## src/hw/cpu_irq_pkg.sv

```systemverilog
// Purpose: shared constants and types of the cpu interrupt register block
// Assumes: encodings arrive split into fields
// Notes:   24-bit identifiers; 16-bit builds mask
package cpu_irq_pkg;

  // system-register encoding fields
  localparam logic [1:0] ENC_OP0      = 2'h3;
  localparam logic [2:0] ENC_OP1      = 3'h0;
  localparam logic [3:0] ENC_CRN      = 4'hc;
  localparam logic [3:0] ENC_CRM_G0   = 4'h8;
  localparam logic [3:0] ENC_CRM_G1   = 4'hc;
  localparam logic [2:0] ENC_OP2_PEEK = 3'h2;
  localparam logic [2:0] ENC_OP2_ACK  = 3'h0;
  localparam logic [2:0] ENC_OP2_EOI  = 3'h1;

  // register layout
  localparam int         DATA_W   = 64;
  localparam int         ID_W     = 24;
  localparam int         ID_LO_W  = 16;
  localparam logic [DATA_W-ID_W-1:0] RES0_HI = 40'h0;
  localparam logic [ID_W-ID_LO_W-1:0] RES0_ID = 8'h0;
  localparam logic [DATA_W-1:0] DATA_ZERO = 64'h0;

  // special identifiers
  localparam logic [ID_W-1:0] ID_SPEC_SECURE = 24'h0003fc;
  localparam logic [ID_W-1:0] ID_SPEC_NONSEC = 24'h0003fd;
  localparam logic [ID_W-1:0] ID_SPEC_NONE   = 24'h0003ff;
  localparam logic [ID_W-1:0] ID_ZERO        = 24'h000000;

  // exception levels and trap class
  localparam logic [1:0] EL_APP  = 2'h0;
  localparam logic [1:0] EL_KERN = 2'h1;
  localparam logic [1:0] EL_HYP  = 2'h2;
  localparam logic [1:0] EL_MON  = 2'h3;
  localparam logic [5:0] TRAP_CLASS_SYSREG = 6'h18;

  // cycles the line stays low after a masked ack
  localparam logic [1:0] ACK_SETTLE = 2'h2;

  typedef enum logic [1:0] {
    ACC_PHYS,
    ACC_VIRT,
    ACC_UNDEF,
    ACC_TRAP
  } access_t;

  function automatic logic isSpecial(input logic [ID_W-1:0] id);
    isSpecial = (id >= ID_SPEC_SECURE) && (id <= ID_SPEC_NONE);
  endfunction : isSpecial

  function automatic logic encMatch(
    input logic [1:0] op0, input logic [2:0] op1, input logic [3:0] crn,
    input logic [3:0] crm, input logic [2:0] op2,
    input logic [3:0] wantCrm, input logic [2:0] wantOp2);
    encMatch = (op0 == ENC_OP0) && (op1 == ENC_OP1) && (crn == ENC_CRN)
               && (crm == wantCrm) && (op2 == wantOp2);
  endfunction : encMatch

endpackage : cpu_irq_pkg

```

## src/hw/sysreg_ctx_if.sv

```systemverilog
// Purpose: context shared by the access checkers
// Assumes: levels valid in the request cycle
// Notes:   top drives src, checkers read chk
`timescale 1ns/1ns
`default_nettype none
interface sysreg_ctx_if;
  logic [1:0] curEl;
  logic       el2Enabled;
  logic       el3Present;
  logic       sreEl1;
  logic       sreEl2;
  logic       sreEl3;
  logic       monUndefPriority;
  logic       monitorUndefNotTrap;

  modport src (output curEl, el2Enabled, el3Present, sreEl1, sreEl2,
               sreEl3, monUndefPriority, monitorUndefNotTrap);
  modport chk (input curEl, el2Enabled, el3Present, sreEl1, sreEl2,
               sreEl3, monUndefPriority, monitorUndefNotTrap);
endinterface : sysreg_ctx_if
`default_nettype wire
```

## src/hw/access_check.sv

```systemverilog
// Purpose: undefined, trap, virtual or physical for one group
// Assumes: the parent selects the group's bits
// Notes:   purely combinational
`timescale 1ns/1ns
`default_nettype none
module access_check (
  // context
  sysreg_ctx_if.chk              ctx,
  // group routing bits
  input  wire logic              trapAllGroup,
  input  wire logic              virtOverride,
  input  wire logic              routedToMonitor,
  // decision
  output cpu_irq_pkg::access_t   decision,
  output logic [1:0]             trapEl
);
  logic monRoute;
  logic monUndef;
  logic undefFirst;
  cpu_irq_pkg::access_t monDec;

  assign monRoute   = ctx.el3Present && routedToMonitor;
  assign undefFirst = monRoute && ctx.monUndefPriority;
  assign monUndef   = ctx.monitorUndefNotTrap;
  assign monDec     = monUndef ? cpu_irq_pkg::ACC_UNDEF
                               : cpu_irq_pkg::ACC_TRAP;

  always_comb begin
    decision = cpu_irq_pkg::ACC_PHYS;
    trapEl   = cpu_irq_pkg::EL_MON;
    case (ctx.curEl)
      cpu_irq_pkg::EL_APP: begin
        decision = cpu_irq_pkg::ACC_UNDEF;
      end
      cpu_irq_pkg::EL_KERN: begin
        if (undefFirst) begin
          decision = cpu_irq_pkg::ACC_UNDEF;
        end else if (!ctx.sreEl1) begin
          decision = cpu_irq_pkg::ACC_TRAP;
          trapEl   = cpu_irq_pkg::EL_KERN;
        end else if (ctx.el2Enabled && trapAllGroup) begin
          decision = cpu_irq_pkg::ACC_TRAP;
          trapEl   = cpu_irq_pkg::EL_HYP;
        end else if (ctx.el2Enabled && virtOverride) begin
          decision = cpu_irq_pkg::ACC_VIRT;
        end else if (monRoute) begin
          decision = monDec;
        end
      end
      cpu_irq_pkg::EL_HYP: begin
        if (undefFirst) begin
          decision = cpu_irq_pkg::ACC_UNDEF;
        end else if (!ctx.sreEl2) begin
          decision = cpu_irq_pkg::ACC_TRAP;
          trapEl   = cpu_irq_pkg::EL_HYP;
        end else if (monRoute) begin
          decision = monDec;
        end
      end
      default: begin
        if (!ctx.sreEl3) begin
          decision = cpu_irq_pkg::ACC_TRAP;
        end
      end
    endcase
  end
endmodule : access_check
`default_nettype wire

```

## src/hw/cpu_irq_sysreg.sv

```systemverilog
// Purpose: pending-peek, group 0 acknowledge and
//          group 1 end-of-interrupt registers
// Assumes: one request per cycle, answered on the following cycle
// Notes:   arbiter view updates after ackPulse/eoiPulse
// Function
// - ack valid only for non-special identifiers
// - eoi with special identifier is ignored
// - group 0 peek encoding 3,0,12,8,2
// - group 1 peek encoding 3,0,12,12,2
// - group 0 peek returns highest pending group 0
// - group 1 peek returns highest pending group 1
// - unobservable pending returns 1020, 1021 or 1023
// - id in bits 23:0, upper zero except for virtual peeks
// - group 0 ack returns id and activates it
// - ack needs sufficient priority and acknowledgeable
// - ack reads self-synchronise while interrupts masked
// - application level access is undefined
// - kernel level, enable clear, trap to kernel
// - trap-all-group0 traps group 0 to hypervisor
// - fast override reads virtual group 0 peek
// - group 1 uses trap-all-group1 and normal override
// - monitor routing traps or is undefined
// - hypervisor level, enable clear, trap to hypervisor
// - monitor level, enable clear traps, else physical
// - eoi drops priority, deactivates unless split mode
`timescale 1ns/1ns
`default_nettype none
module cpu_irq_sysreg (
  // clock and reset
  input  wire logic                          core_clk,
  input  wire logic                          sys_rst,
  // system-register request
  input  wire logic                          reqValid,
  input  wire logic                          reqWrite,
  input  wire logic [1:0]                    reqOp0,
  input  wire logic [2:0]                    reqOp1,
  input  wire logic [3:0]                    reqCrn,
  input  wire logic [3:0]                    reqCrm,
  input  wire logic [2:0]                    reqOp2,
  input  wire logic [cpu_irq_pkg::DATA_W-1:0] reqWdata,
  // processor state
  input  wire logic [1:0]                    curEl,
  input  wire logic                          secureState,
  input  wire logic                          irqMasked,
  // enables and routing
  input  wire logic                          sreEl1,
  input  wire logic                          sreEl2,
  input  wire logic                          sreEl3,
  input  wire logic                          el2Enabled,
  input  wire logic                          el3Present,
  input  wire logic                          trapAllGroup0,
  input  wire logic                          trapAllGroup1,
  input  wire logic                          fastIrqVirtOverride,
  input  wire logic                          normalIrqVirtOverride,
  input  wire logic                          monRouteFiq,
  input  wire logic                          monRouteIrq,
  input  wire logic                          monUndefPriority,
  input  wire logic                          monitorUndefNotTrap,
  input  wire logic                          splitModeEl1,
  input  wire logic                          splitModeEl1S,
  input  wire logic                          splitModeEl1Ns,
  input  wire logic                          splitModeEl3,
  input  wire logic                          idBits24,
  // arbiter view, group 0
  input  wire logic                          pend0Valid,
  input  wire logic [cpu_irq_pkg::ID_W-1:0]  pend0Id,
  input  wire logic                          pend0Visible,
  input  wire logic                          pend0Sufficient,
  input  wire logic                          pend0HiddenNs,
  // arbiter view, group 1
  input  wire logic                          pend1Valid,
  input  wire logic [cpu_irq_pkg::ID_W-1:0]  pend1Id,
  input  wire logic                          pend1Visible,
  input  wire logic                          pend1Sufficient,
  input  wire logic                          pend1HiddenNs,
  // virtual interface peek values
  input  wire logic [cpu_irq_pkg::DATA_W-1:0] virtGroup0Peek,
  input  wire logic [cpu_irq_pkg::DATA_W-1:0] virtGroup1Peek,
  // response
  output logic                               respValid,
  output logic [cpu_irq_pkg::DATA_W-1:0]     respData,
  output logic                               respUndef,
  output logic                               respTrap,
  output logic [1:0]                         respTrapEl,
  output logic [5:0]                         respTrapClass,
  // acknowledge and end-of-interrupt to arbiter
  output logic                               ackPulse,
  output logic [cpu_irq_pkg::ID_W-1:0]       ackId,
  output logic                               eoiPulse,
  output logic [cpu_irq_pkg::ID_W-1:0]       eoiId,
  output logic                               eoiDeactivate,
  output logic                               eoiVirtual,
  // signalled interrupt lines
  output logic                               fiqReq,
  output logic                               irqReq
);
  sysreg_ctx_if ctx ();

  cpu_irq_pkg::access_t acc0;
  cpu_irq_pkg::access_t acc1;
  cpu_irq_pkg::access_t accSel;
  logic [1:0] trapEl0;
  logic [1:0] trapEl1;
  logic [1:0] trapElSel;
  logic [cpu_irq_pkg::ID_W-1:0] peek0Id;
  logic [cpu_irq_pkg::ID_W-1:0] peek1Id;
  logic [cpu_irq_pkg::ID_W-1:0] ack0Id;
  logic [cpu_irq_pkg::ID_W-1:0] wrId;
  logic ack0Real;
  logic hitPeek0;
  logic hitPeek1;
  logic hitAck0;
  logic hitEoi1;
  logic hitG0;
  logic mapped;
  logic accOk;
  logic doAck;
  logic doEoi;
  logic splitMode;
  logic [cpu_irq_pkg::DATA_W-1:0] readData;

  logic                           respValid_r, respValid_nxt;
  logic [cpu_irq_pkg::DATA_W-1:0] respData_r, respData_nxt;
  logic                           respUndef_r, respUndef_nxt;
  logic                           respTrap_r, respTrap_nxt;
  logic [1:0]                     respTrapEl_r, respTrapEl_nxt;
  logic [5:0]                     respTrapClass_r, respTrapClass_nxt;
  logic                           ackPulse_r;
  logic [cpu_irq_pkg::ID_W-1:0]   ackId_r;
  logic                           eoiPulse_r;
  logic [cpu_irq_pkg::ID_W-1:0]   eoiId_r;
  logic                           eoiDeact_r;
  logic                           eoiVirt_r;
  logic                           fiqReq_r, fiqReq_nxt;
  logic                           irqReq_r;
  logic [1:0]                     settle_r, settle_nxt;

  // context to the checkers
  assign ctx.curEl               = curEl;
  assign ctx.el2Enabled          = el2Enabled;
  assign ctx.el3Present          = el3Present;
  assign ctx.sreEl1              = sreEl1;
  assign ctx.sreEl2              = sreEl2;
  assign ctx.sreEl3              = sreEl3;
  assign ctx.monUndefPriority    = monUndefPriority;
  assign ctx.monitorUndefNotTrap = monitorUndefNotTrap;

  access_check chk0 (
    .ctx             (ctx),
    .trapAllGroup    (trapAllGroup0),
    .virtOverride    (fastIrqVirtOverride),
    .routedToMonitor (monRouteFiq),
    .decision        (acc0),
    .trapEl          (trapEl0)
  );

  access_check chk1 (
    .ctx             (ctx),
    .trapAllGroup    (trapAllGroup1),
    .virtOverride    (normalIrqVirtOverride),
    .routedToMonitor (monRouteIrq),
    .decision        (acc1),
    .trapEl          (trapEl1)
  );

  id_select sel0 (
    .pendValid       (pend0Valid),
    .pendId          (pend0Id),
    .pendVisible     (pend0Visible),
    .pendSufficient  (pend0Sufficient),
    .hiddenNonSecure (pend0HiddenNs),
    .needSufficient  (1'b0),
    .idBits24        (idBits24),
    .id              (peek0Id),
    .isReal          ()
  );

  id_select sel1 (
    .pendValid       (pend1Valid),
    .pendId          (pend1Id),
    .pendVisible     (pend1Visible),
    .pendSufficient  (pend1Sufficient),
    .hiddenNonSecure (pend1HiddenNs),
    .needSufficient  (1'b0),
    .idBits24        (idBits24),
    .id              (peek1Id),
    .isReal          ()
  );

  id_select selAck (
    .pendValid       (pend0Valid),
    .pendId          (pend0Id),
    .pendVisible     (pend0Visible),
    .pendSufficient  (pend0Sufficient),
    .hiddenNonSecure (pend0HiddenNs),
    .needSufficient  (1'b1),
    .idBits24        (idBits24),
    .id              (ack0Id),
    .isReal          (ack0Real)
  );

  // direction must match the register's access
  assign hitPeek0 = !reqWrite && cpu_irq_pkg::encMatch(reqOp0, reqOp1,
    reqCrn, reqCrm, reqOp2, cpu_irq_pkg::ENC_CRM_G0,
    cpu_irq_pkg::ENC_OP2_PEEK);
  assign hitPeek1 = !reqWrite && cpu_irq_pkg::encMatch(reqOp0, reqOp1,
    reqCrn, reqCrm, reqOp2, cpu_irq_pkg::ENC_CRM_G1,
    cpu_irq_pkg::ENC_OP2_PEEK);
  assign hitAck0 = !reqWrite && cpu_irq_pkg::encMatch(reqOp0, reqOp1,
    reqCrn, reqCrm, reqOp2, cpu_irq_pkg::ENC_CRM_G0,
    cpu_irq_pkg::ENC_OP2_ACK);
  assign hitEoi1 = reqWrite && cpu_irq_pkg::encMatch(reqOp0, reqOp1,
    reqCrn, reqCrm, reqOp2, cpu_irq_pkg::ENC_CRM_G1,
    cpu_irq_pkg::ENC_OP2_EOI);

  assign hitG0     = hitPeek0 || hitAck0;
  assign mapped    = hitG0 || hitPeek1 || hitEoi1;
  assign accSel    = hitG0 ? acc0 : acc1;
  assign trapElSel = hitG0 ? trapEl0 : trapEl1;
  assign accOk     = (accSel == cpu_irq_pkg::ACC_PHYS)
                     || (accSel == cpu_irq_pkg::ACC_VIRT);

  // ack only physical reads of a real id
  assign doAck = reqValid && hitAck0
                 && (accSel == cpu_irq_pkg::ACC_PHYS)
                 && ack0Real;

  assign wrId = idBits24 ? reqWdata[cpu_irq_pkg::ID_W-1:0]
                : {cpu_irq_pkg::RES0_ID,
                   reqWdata[cpu_irq_pkg::ID_LO_W-1:0]};
  assign doEoi = reqValid && hitEoi1 && accOk
                 && !cpu_irq_pkg::isSpecial(wrId);

  assign splitMode = !el3Present ? splitModeEl1
                   : (curEl == cpu_irq_pkg::EL_MON) ? splitModeEl3
                   : (secureState ? splitModeEl1S : splitModeEl1Ns);

  // read data, upper bits zero except for virtual peeks
  always_comb begin
    readData = cpu_irq_pkg::DATA_ZERO;
    if (hitPeek0) begin
      readData = (acc0 == cpu_irq_pkg::ACC_VIRT) ? virtGroup0Peek
                 : {cpu_irq_pkg::RES0_HI, peek0Id};
    end else if (hitPeek1) begin
      readData = (acc1 == cpu_irq_pkg::ACC_VIRT) ? virtGroup1Peek
                 : {cpu_irq_pkg::RES0_HI, peek1Id};
    end else if (hitAck0) begin
      readData = {cpu_irq_pkg::RES0_HI, ack0Id};
    end
  end

  always_comb begin
    respValid_nxt     = reqValid;
    respData_nxt      = cpu_irq_pkg::DATA_ZERO;
    respUndef_nxt     = 1'b0;
    respTrap_nxt      = 1'b0;
    respTrapEl_nxt    = cpu_irq_pkg::EL_APP;
    respTrapClass_nxt = 6'h00;
    if (reqValid) begin
      if (!mapped || accSel == cpu_irq_pkg::ACC_UNDEF) begin
        respUndef_nxt = 1'b1;
      end else if (accSel == cpu_irq_pkg::ACC_TRAP) begin
        respTrap_nxt      = 1'b1;
        respTrapEl_nxt    = trapElSel;
        respTrapClass_nxt = cpu_irq_pkg::TRAP_CLASS_SYSREG;
      end else if (!reqWrite) begin
        respData_nxt = readData;
      end
    end
  end

  // after a masked ack the line stays low
  // until the arbiter has caught up, so an
  // immediate unmask sees no stale request
  always_comb begin
    settle_nxt = (settle_r != 2'h0) ? settle_r - 2'h1 : 2'h0;
    if (doAck && irqMasked) begin
      settle_nxt = cpu_irq_pkg::ACK_SETTLE;
    end
    fiqReq_nxt = pend0Valid && pend0Visible && pend0Sufficient
                 && !(doAck && irqMasked) && (settle_nxt == 2'h0);
  end

  always_ff @(posedge core_clk) begin
    if (sys_rst) begin
      respValid_r     <= 1'b0;
      respData_r      <= cpu_irq_pkg::DATA_ZERO;
      respUndef_r     <= 1'b0;
      respTrap_r      <= 1'b0;
      respTrapEl_r    <= cpu_irq_pkg::EL_APP;
      respTrapClass_r <= 6'h00;
      settle_r        <= 2'h0;
      fiqReq_r        <= 1'b0;
      irqReq_r        <= 1'b0;
    end else begin
      respValid_r     <= respValid_nxt;
      respData_r      <= respData_nxt;
      respUndef_r     <= respUndef_nxt;
      respTrap_r      <= respTrap_nxt;
      respTrapEl_r    <= respTrapEl_nxt;
      respTrapClass_r <= respTrapClass_nxt;
      settle_r        <= settle_nxt;
      fiqReq_r        <= fiqReq_nxt;
      irqReq_r        <= pend1Valid && pend1Visible && pend1Sufficient;
    end
  end

  // peeks never reach these strobes
  always_ff @(posedge core_clk) begin
    if (sys_rst) begin
      ackPulse_r <= 1'b0;
      ackId_r    <= cpu_irq_pkg::ID_ZERO;
      eoiPulse_r <= 1'b0;
      eoiId_r    <= cpu_irq_pkg::ID_ZERO;
      eoiDeact_r <= 1'b0;
      eoiVirt_r  <= 1'b0;
    end else begin
      ackPulse_r <= doAck;
      ackId_r    <= doAck ? ack0Id : ackId_r;
      eoiPulse_r <= doEoi;
      if (doEoi) begin
        eoiId_r    <= wrId;
        eoiDeact_r <= !splitMode;
        eoiVirt_r  <= (acc1 == cpu_irq_pkg::ACC_VIRT);
      end
    end
  end

  assign respValid     = respValid_r;
  assign respData      = respData_r;
  assign respUndef     = respUndef_r;
  assign respTrap      = respTrap_r;
  assign respTrapEl    = respTrapEl_r;
  assign respTrapClass = respTrapClass_r;
  assign ackPulse      = ackPulse_r;
  assign ackId         = ackId_r;
  assign eoiPulse      = eoiPulse_r;
  assign eoiId         = eoiId_r;
  assign eoiDeactivate = eoiDeact_r;
  assign eoiVirtual    = eoiVirt_r;
  assign fiqReq        = fiqReq_r;
  assign irqReq        = irqReq_r;
endmodule : cpu_irq_sysreg
`default_nettype wire

```

## src/hw/id_select.sv

```systemverilog
// Purpose: pick the identifier a read returns, or a special one
// Assumes: pending id and flags come from the arbiter
// Notes:   masks the top byte in 16-bit builds
`timescale 1ns/1ns
`default_nettype none
module id_select (
  // arbiter view
  input  wire logic                          pendValid,
  input  wire logic [cpu_irq_pkg::ID_W-1:0]  pendId,
  input  wire logic                          pendVisible,
  input  wire logic                          pendSufficient,
  input  wire logic                          hiddenNonSecure,
  // options
  input  wire logic                          needSufficient,
  input  wire logic                          idBits24,
  // result
  output logic [cpu_irq_pkg::ID_W-1:0]       id,
  output logic                               isReal
);
  logic                         usable;
  logic [cpu_irq_pkg::ID_W-1:0] masked;
  logic [cpu_irq_pkg::ID_W-1:0] hidden;

  assign usable = pendValid && pendVisible
                  && (pendSufficient || !needSufficient);
  assign masked = idBits24 ? pendId
                  : {cpu_irq_pkg::RES0_ID,
                     pendId[cpu_irq_pkg::ID_LO_W-1:0]};
  assign hidden = hiddenNonSecure ? cpu_irq_pkg::ID_SPEC_NONSEC
                                  : cpu_irq_pkg::ID_SPEC_SECURE;
  assign id = !pendValid ? cpu_irq_pkg::ID_SPEC_NONE
              : (usable ? masked : hidden);
  assign isReal = usable && !cpu_irq_pkg::isSpecial(masked);
endmodule : id_select
`default_nettype wire

```

## config.mk

```make
export PLATFORM = sky130hd
export DESIGN_NAME = cpu_irq_sysreg
export DESIGN_NICKNAME = d
export VERILOG_FILES = /design/src/hw/cpu_irq_pkg.sv /design/src/hw/sysreg_ctx_if.sv /design/src/hw/access_check.sv /design/src/hw/cpu_irq_sysreg.sv /design/src/hw/id_select.sv
export SDC_FILE = /design/constraint.sdc
export NUM_CORES = 1
export LEC_CHECK = 0
export ABC_AREA = 0
export BUFFER_PORTS_ARGS = -buffer_cell sky130_fd_sc_hd__buf_2
export CAP_MARGIN = 0
export CORE_AREA = 2 2 162 164
export CTS_CLUSTER_SIZE = 28
export DETAILED_ROUTE_END_ITERATION = 6
export DIE_AREA = 0 0 164 166
export HOLD_SLACK_MARGIN = 0.02
export PLACE_DENSITY = 0.63
export SLEW_MARGIN = 20
export SYNTH_ARGS = -nofsm -noshare
export SYNTH_HDL_FRONTEND = slang
export SYNTH_SLANG_ARGS = --single-unit
```

## constraint.sdc

```tcl
create_clock -name core_clk -period 2.31 [get_ports core_clk]
set_input_delay 0.3465 -clock core_clk [delete_from_list [all_inputs] [get_ports core_clk]]
set_output_delay 0.3465 -clock core_clk [all_outputs]
set_load 0.03 [all_outputs]
```

==> reports/qor.csv, run 1 <==
metric;value;unit
run status;completed;
Worst R2R Start;eoiId[23]$_SDFFE_PP0P_;
Setup crit end kind;register;
Post-synth EDFFs;0;
drt pass-1 iters;5;
met3 routed WL;2.59;mm
switching part of the total;0.263;
DR vias;7674;
clock share of power;0.501;
R2R depth;2;
initial antenna violation count;3;
pre-CTS WS;-0.242;ns
gr usage total;0.201;
Lkg Pwr;4.52;nW
CTS clk-pin slew, worst paths;0.06;ns
num rows;59;
Post-CTS Setup Inserts;0;
Main synth FF type;dfxtp_1;
Worst-Margin Slew;0.651;ns
Slowest-stage cell, CP;a222oi_1;
Cell variety after synth;63;
Die ar.;0.0272;sq mm
Final Core Density;0.387;
worst setup path start;curEl[0];
count leader, synth;dfxtp_1;
worst reg2reg path endpoint;eoiId[23]$_SDFFE_PP0P_;
Synth area leaders;dfxtp_1 39%, nand2_1 6.5%, mux2i_1 5.4%, a22oi_1 4.7%, nor2_1 3.9%;
CTS sink cnt;125;
Power Total;5.73;mW
CP startpoint kind;input port;
gpl congestion;0.905;
Yosys top cell area share;0.388;
Logic pwr share;0.122;
crit path time final;2.15;ns
fin cells;1552;
CP arrival;2.49;ns
Setup Crit Path Kind;in -> reg;
CP required;2.65;ns
critical path's largest stage delay;0.42;ns
Synth area leader;dfxtp_1;
die height;166;um
crit path to;eoiId[11]$_SDFFE_PP0P_;
first-pass GRT wire length;41.7;mm
clk_lat worst skew;0.41;ns
Post-Syn Instances;793;
Top Ports;419;
drt wl/cell;18.4;um
Clock Path Buffers;2;
Worst slew margin;0.565;
fin crit share;0.932;
Setup WS post-layout;0.158;ns
Initial Utilization;0.252;
CTS tree;built;
setup slack, reg-to-reg;1.49;ns
Syn Std Cell Area;0.00644;sq mm
Tightest Hold Check Type;in -> reg;
power density over the cells;578;mW/mm^2
Clock H-tree levels;4;
Max Slew Vio Count;0;
area grow syn2layout;53.7;%
Avg Inst Size Synth;8.13;sq um
GRT overflow;0;
Internal Power;4.22;mW
root buf cell;clkbuf_16;
Post-DP HPWL;22.6;mm
Final setup viols;0;
Fin Clk Skew;0.00350;ns
sequential area share after synthesis;0.388;
M1 WL;12.4;mm
largest net degree at the start of global routing;84;
RSZ-0062 raised after global routing;false;
routed wl met2;13.0;mm
Post-synth top cells;125 x dfxtp_1, 111 x nand2_1, 67 x nor2_1, 59 x clkbuf_1, 40 x a22oi_1;
Starting DRT DRC Count;556;
Post-synth ARST share;0;
crit path cell chain;buf_2, ha_2, and3_1, a222oi_1, buf_4, nand2b_1, a211o_1, a21oi_4, buf_12, mux2i_1;
Design Area, Final;0.00991;sq mm
vias in the first global route;7184;
Placed Area;0.00928;sq mm
CTS Buf Count;17;
WL final;28.5;mm
# DRC;0;
Cells after DPL;1517;
worst vdd ir;360;uV
Yosys reg bits;125;
Max Cap Viol;0;
final hold violations;0;
Die Span X;164;um
Max Fclk;465;MHz
fraction of layout cells with a size suffix above 1;0.422;
FILL cells;2653;
hold_buf cts;0;
post-CTS sizing;0;
detail-routed via count per cell;4.94;
Core Region;0.0256;sq mm
portion of total power attributed to sequential cells;0.377;
IO buf count;374;
final antenna-violating net count;0;
highest routed metal layer;met4;
final net count;1495;
Max FO, Critical Path;16;
Sw Pwr;1.50;mW
Yosys warnings;0;
layout make-up:
type	instances	area [sq um]	share of cell area
Antenna cell	3	7.51	0.000758
Clock buffer	18	439	0.0443
Clock inverter	14	179	0.0181
Inverter	21	78.8	0.00796
Multi-Input combinational cell	574	3560	0.359
Sequential cell	125	2500	0.253
Tap cell	335	419	0.0423
Timing Repair Buffer	462	2720	0.275
worst min path at each step:
stage | start | to | slack, ns | depth (start not counted)
after floorplan | settle_r[0]$_SDFF_PP0_ | settle_r[0]$_SDFF_PP0_ | 0.40 | 1
after global placement | settle_r[0]$_SDFF_PP0_ | settle_r[0]$_SDFF_PP0_ | 0.42 | 1
after detailed placement | settle_r[0]$_SDFF_PP0_ | settle_r[0]$_SDFF_PP0_ | 0.42 | 1
after CTS | virtGroup1Peek[38] | respData[38]$_SDFF_PP0_ | 0.15 | 3
after global routing | virtGroup1Peek[60] | respData[60]$_SDFF_PP0_ | 0.17 | 3
final | virtGroup1Peek[42] | respData[42]$_SDFF_PP0_ | 0.17 | 3
layer usage:
| layer | vias up | track usage |
|---|---|---|
| met5 | - | 0 |
| met4 | 0 | 0.0622 |
| met3 | 32 | 0.0562 |
| met2 | 343 | 0.320 |
| met1 | 3556 | 0.264 |
| li1 | 3743 | - |
state kept, by name, summed over array words and instances, names as in the netlist:
register       count
fiqReq             1
respData          64
respUndef          1
ackId             24
eoiDeactivate      1
respTrapEl         2
settle_r           2
ackPulse           1
eoiVirtual         1
eoiId             24
respValid          1
irqReq             1
eoiPulse           1
respTrapClass      1
per-stage QoR:
step	hold WS, ns	setup TNS, ns
3_3_place_gp	0.415	-12.49
2_1_floorplan	0.399	0
3_5_place_dp	0.420	-16.61
6_report	0.170	0
5_1_grt	0.167	0
4_1_cts	0.149	0
power by group through the flow:
stage          Clock (mW)  Sequential (mW)  Combinational [mW]
6_report             2.87             2.16               0.699
5_1_grt              3.05             2.16               0.760
4_1_cts              2.95             2.16               0.696
3_5_place_dp            0             2.21               0.692
3_3_place_gp            0             2.21               0.688
2_1_floorplan           0             2.21               0.247
cells in the final DEF (no fill, tap or decap), types with 4 or more instances in the layout:
cell type / synthesis / final
clkbuf_16: 0 / 17
o21ai_0: 26 / 26
nor3_1: 15 / 14
nand4b_1: 6 / 6
nand4_1: 14 / 14
nand3_1: 38 / 38
nand2_1: 111 / 111
a21oi_1: 21 / 21
a22oi_1: 40 / 40
and4_1: 10 / 10
a31oi_1: 30 / 30
inv_1: 20 / 19
buf_2: 5 / 374
buf_12: 0 / 15
o311ai_0: 8 / 8
mux2i_1: 35 / 35
or3_1: 9 / 9
nor2_1: 67 / 67
buf_4: 6 / 73
and2_1: 4 / 4
a311o_1: 4 / 4
o211ai_1: 11 / 11
dfxtp_1: 125 / 125
and3_1: 22 / 22
conb_1: 1 / 4
inv_6: 0 / 6
a31o_1: 12 / 12
nor4_1: 11 / 11
a221oi_1: 8 / 8
o21ai_1: 9 / 9
o2111a_1: 8 / 8
logic make-up (layout without fill, tap and decap cells):
| family | after synthesis | in the layout | share of synthesized area |
|---|---|---|---|
| buffers and inverters | 97 | 515 | 0.0645 |
| AOI/OAI and AO/OA | 201 | 201 | 0.228 |
| and+or+nand+nor | 327 | 327 | 0.251 |
| muxes | 38 | 38 | 0.0596 |
| DFF | 125 | 125 | 0.388 |
| other | 1 | 7 | 0.000582 |
| adders and majority gates | 4 | 4 | 0.00777 |
critical path, delay by kind of cell:
| kind | cells | cell delay, ns |
|---|---|---|
| compound gates | 3 | 0.98 |
| buf+inv | 3 | 0.50 |
| simple gates | 2 | 0.25 |
| fa+ha+maj | 1 | 0.21 |
| mux | 1 | 0.19 |
No activity file was read; power rests on OpenSTA's default activity.
==> inputs of run 2 (changes only) <==
Settings changed: CAP_MARGIN 0 to default, CORE_AREA 2 2 162 164 to 2 2 163 165, DIE_AREA 0 0 164 166 to 0 0 165 167, PLACE_DENSITY 0.63 to 0.6.
Clock period 2.31 ns to 2.7 ns, I/O delays scaled along.
==> reports/qor.csv, run 2 (synthesis results as in run 1) <==
metric;value;unit;change
CTS tree;built;;
final antenna-violating net count;0;;unchanged
area grow syn2layout;46.2;%;
Max Fclk;449;MHz;
first-pass GRT wire length;41.1;mm;-1.5%
vias in the first global route;6984;;-2.8%
hold_buf cts;0;;unchanged
Core Region;0.0258;sq mm;+0.58%
largest net degree at the start of global routing;65;;-23%
Max Cap Viol;0;;unchanged
CP startpoint kind;input port;;
CTS clk-pin slew, worst paths;0.06;ns;about the same
Hold Crit Depth;3;;unchanged
power density over the cells;514;mW/mm^2;-11%
R2R depth;2;;unchanged
gr usage total;0.198;;-0.00353
Starting DRT DRC Count;503;;-9.5%
detail-routed via count per cell;4.98;;+0.70%
Fin Clk Skew;0.00165;ns;-0.00185 ns
root buf cell;clkbuf_16;;
Setup crit end kind;register;;
fraction of layout cells with a size suffix above 1;0.396;;-0.0257
worst hold margin;0.226;ns;+0.0559 ns
Worst R2R Start;eoiId[21]$_SDFFE_PP0P_;;
drt wl/cell;19.1;um;+3.8%
max reg flops;64;;unchanged
worst reg2reg path endpoint;eoiId[21]$_SDFFE_PP0P_;;
DR vias;7474;;-2.6%
die height;167;um;+0.60%
Post-DP HPWL;22.6;mm;-0.14%
hold_sp;virtGroup1Peek[63];;
crit path time final;2.23;ns;
Clock H-tree levels;4;;unchanged
CTS sink cnt;125;;unchanged
initial antenna violation count;2;;-1
Max Slew Vio Count;0;;unchanged
WL final;28.6;mm;+0.41%
num rows;59;;unchanged
Max FO, Critical Path;16;;unchanged
Lkg Pwr;4.23;nW;-6.3%
most frequent cells in the layout;374 x buf_2, 125 x dfxtp_1, 111 x nand2_1;;
worst vdd ir;296;uV;-18%
final net count;1445;;-3.3%
Post-CTS Setup Inserts;0;;unchanged
Top Ports;419;;unchanged
CTS Buf Count;17;;unchanged
RSZ-0062 raised after global routing;false;;
Setup Crit Path Kind;in -> reg;;
final hold violations;0;;unchanged
fin crit share;0.826;;
clk_lat worst skew;0.42;ns;about the same
Clock Path Buffers;2;;unchanged
# DRC;0;;unchanged
Worst-Margin Slew;0.670;ns;+0.0190 ns
drt pass-1 iters;5;;unchanged
GRT overflow;0;;unchanged
run status;completed;;
setup slack, reg-to-reg;1.84;ns;+0.35 ns
Die ar.;0.0276;sq mm;+1.2%
most common cell after layout, fill and taps aside;buf_2;;
Tightest Hold Check Type;in -> reg;;
IO buf count;374;;unchanged
TNS Setup;0;ns;unchanged
Final setup viols;0;;unchanged
Initial Utilization;0.250;;-0.00144
Die Span X;165;um;+0.61%
Worst slew margin;0.552;;-0.0127
post-CTS sizing;0;;unchanged
CP required;3.04;ns;+0.39 ns
CP arrival;2.57;ns;+0.08 ns
gpl congestion;0.875;;-3.3%
WHS Endpoint;respData[63]$_SDFF_PP0_;;
[run 2: changes by cell type in the layout (fill, tap and decap cells not counted), sizes merged]
cell,previous run,this run
clkinvlp,3,4
clkbuf,18,17
buf,462,412
diode,3,2
[run 2: how the worst max path moves through the flow]
stage,startpoint,to,slack [ns],depth (start not counted)
finish,curEl[0],eoiId[4]$_SDFFE_PP0P_,0.47,10
CTS,curEl[0],ackId[3]$_SDFFE_PP0P_,0.48,9
global route,curEl[1],eoiVirtual$_SDFFE_PP0P_,0.27,10
floorplan,curEl[1],eoiId[10]$_SDFFE_PP0P_,0.25,9
global placement,curEl[1],eoiId[7]$_SDFFE_PP0P_,0.07,11
detailed placement,curEl[0],ackId[1]$_SDFFE_PP0P_,0.05,9
[run 2: area by class of cell]
cell class                      instances  area [sq um]
Fill cell                            2696         16300
Multi-Input combinational cell        574          3560
Inverter                               21          78.8
Timing Repair Buffer                  412          2240
Tap cell                              335           419
Clock inverter                         15           185
Antenna cell                            2          5.00
Sequential cell                       125          2500
Clock buffer                           17           425
[run 2: worst max-delay path: stages]
cell and delay, ns:
buf_2 0.12, ha_1 0.21, and3_1 0.16, a222oi_1 0.39, buf_4 0.19, nand2b_1 0.07, a211o_1 0.42, a21oi_4 0.21
buf_12 0.19, mux2i_1 0.21
[run 2: metrics by stage]
stage | area, sq um | util | power, mW | cells | worst slack (ns)
floorplan | 6450 | - | 2.10 | 796 | 0.251
finish | 9420 | 0.366 | 4.84 | 1501 | 0.471
global placement | 8800 | 0.342 | 2.43 | 1467 | 0.0744
global route | 9420 | 0.366 | 5.01 | 1501 | 0.267
CTS | 9410 | 0.365 | 4.88 | 1499 | 0.483
detailed placement | 8800 | 0.342 | 2.43 | 1467 | 0.0548
[run 2: metal layers]
layer | track usage | vias up | routed length, um
li1 | - | 3637 | -
met4 | 0.0586 | 0 | 583
met5 | 0 | - | 0
met1 | 0.265 | 3523 | 12900
met3 | 0.0413 | 38 | 1690
met2 | 0.319 | 276 | 13500
[run 2: report_power, final]
| part | total [mW] | switching (mW) | internal [mW] | leakage [nW] |
|---|---|---|---|---|
| registers | 1.85 | 0.000703 | 1.85 | 1.01 |
| clock network | 2.44 | 0.970 | 1.47 | 0.289 |
| logic | 0.550 | 0.325 | 0.225 | 2.93 |
| total | 4.84 | 1.30 | 3.54 | 4.23 |
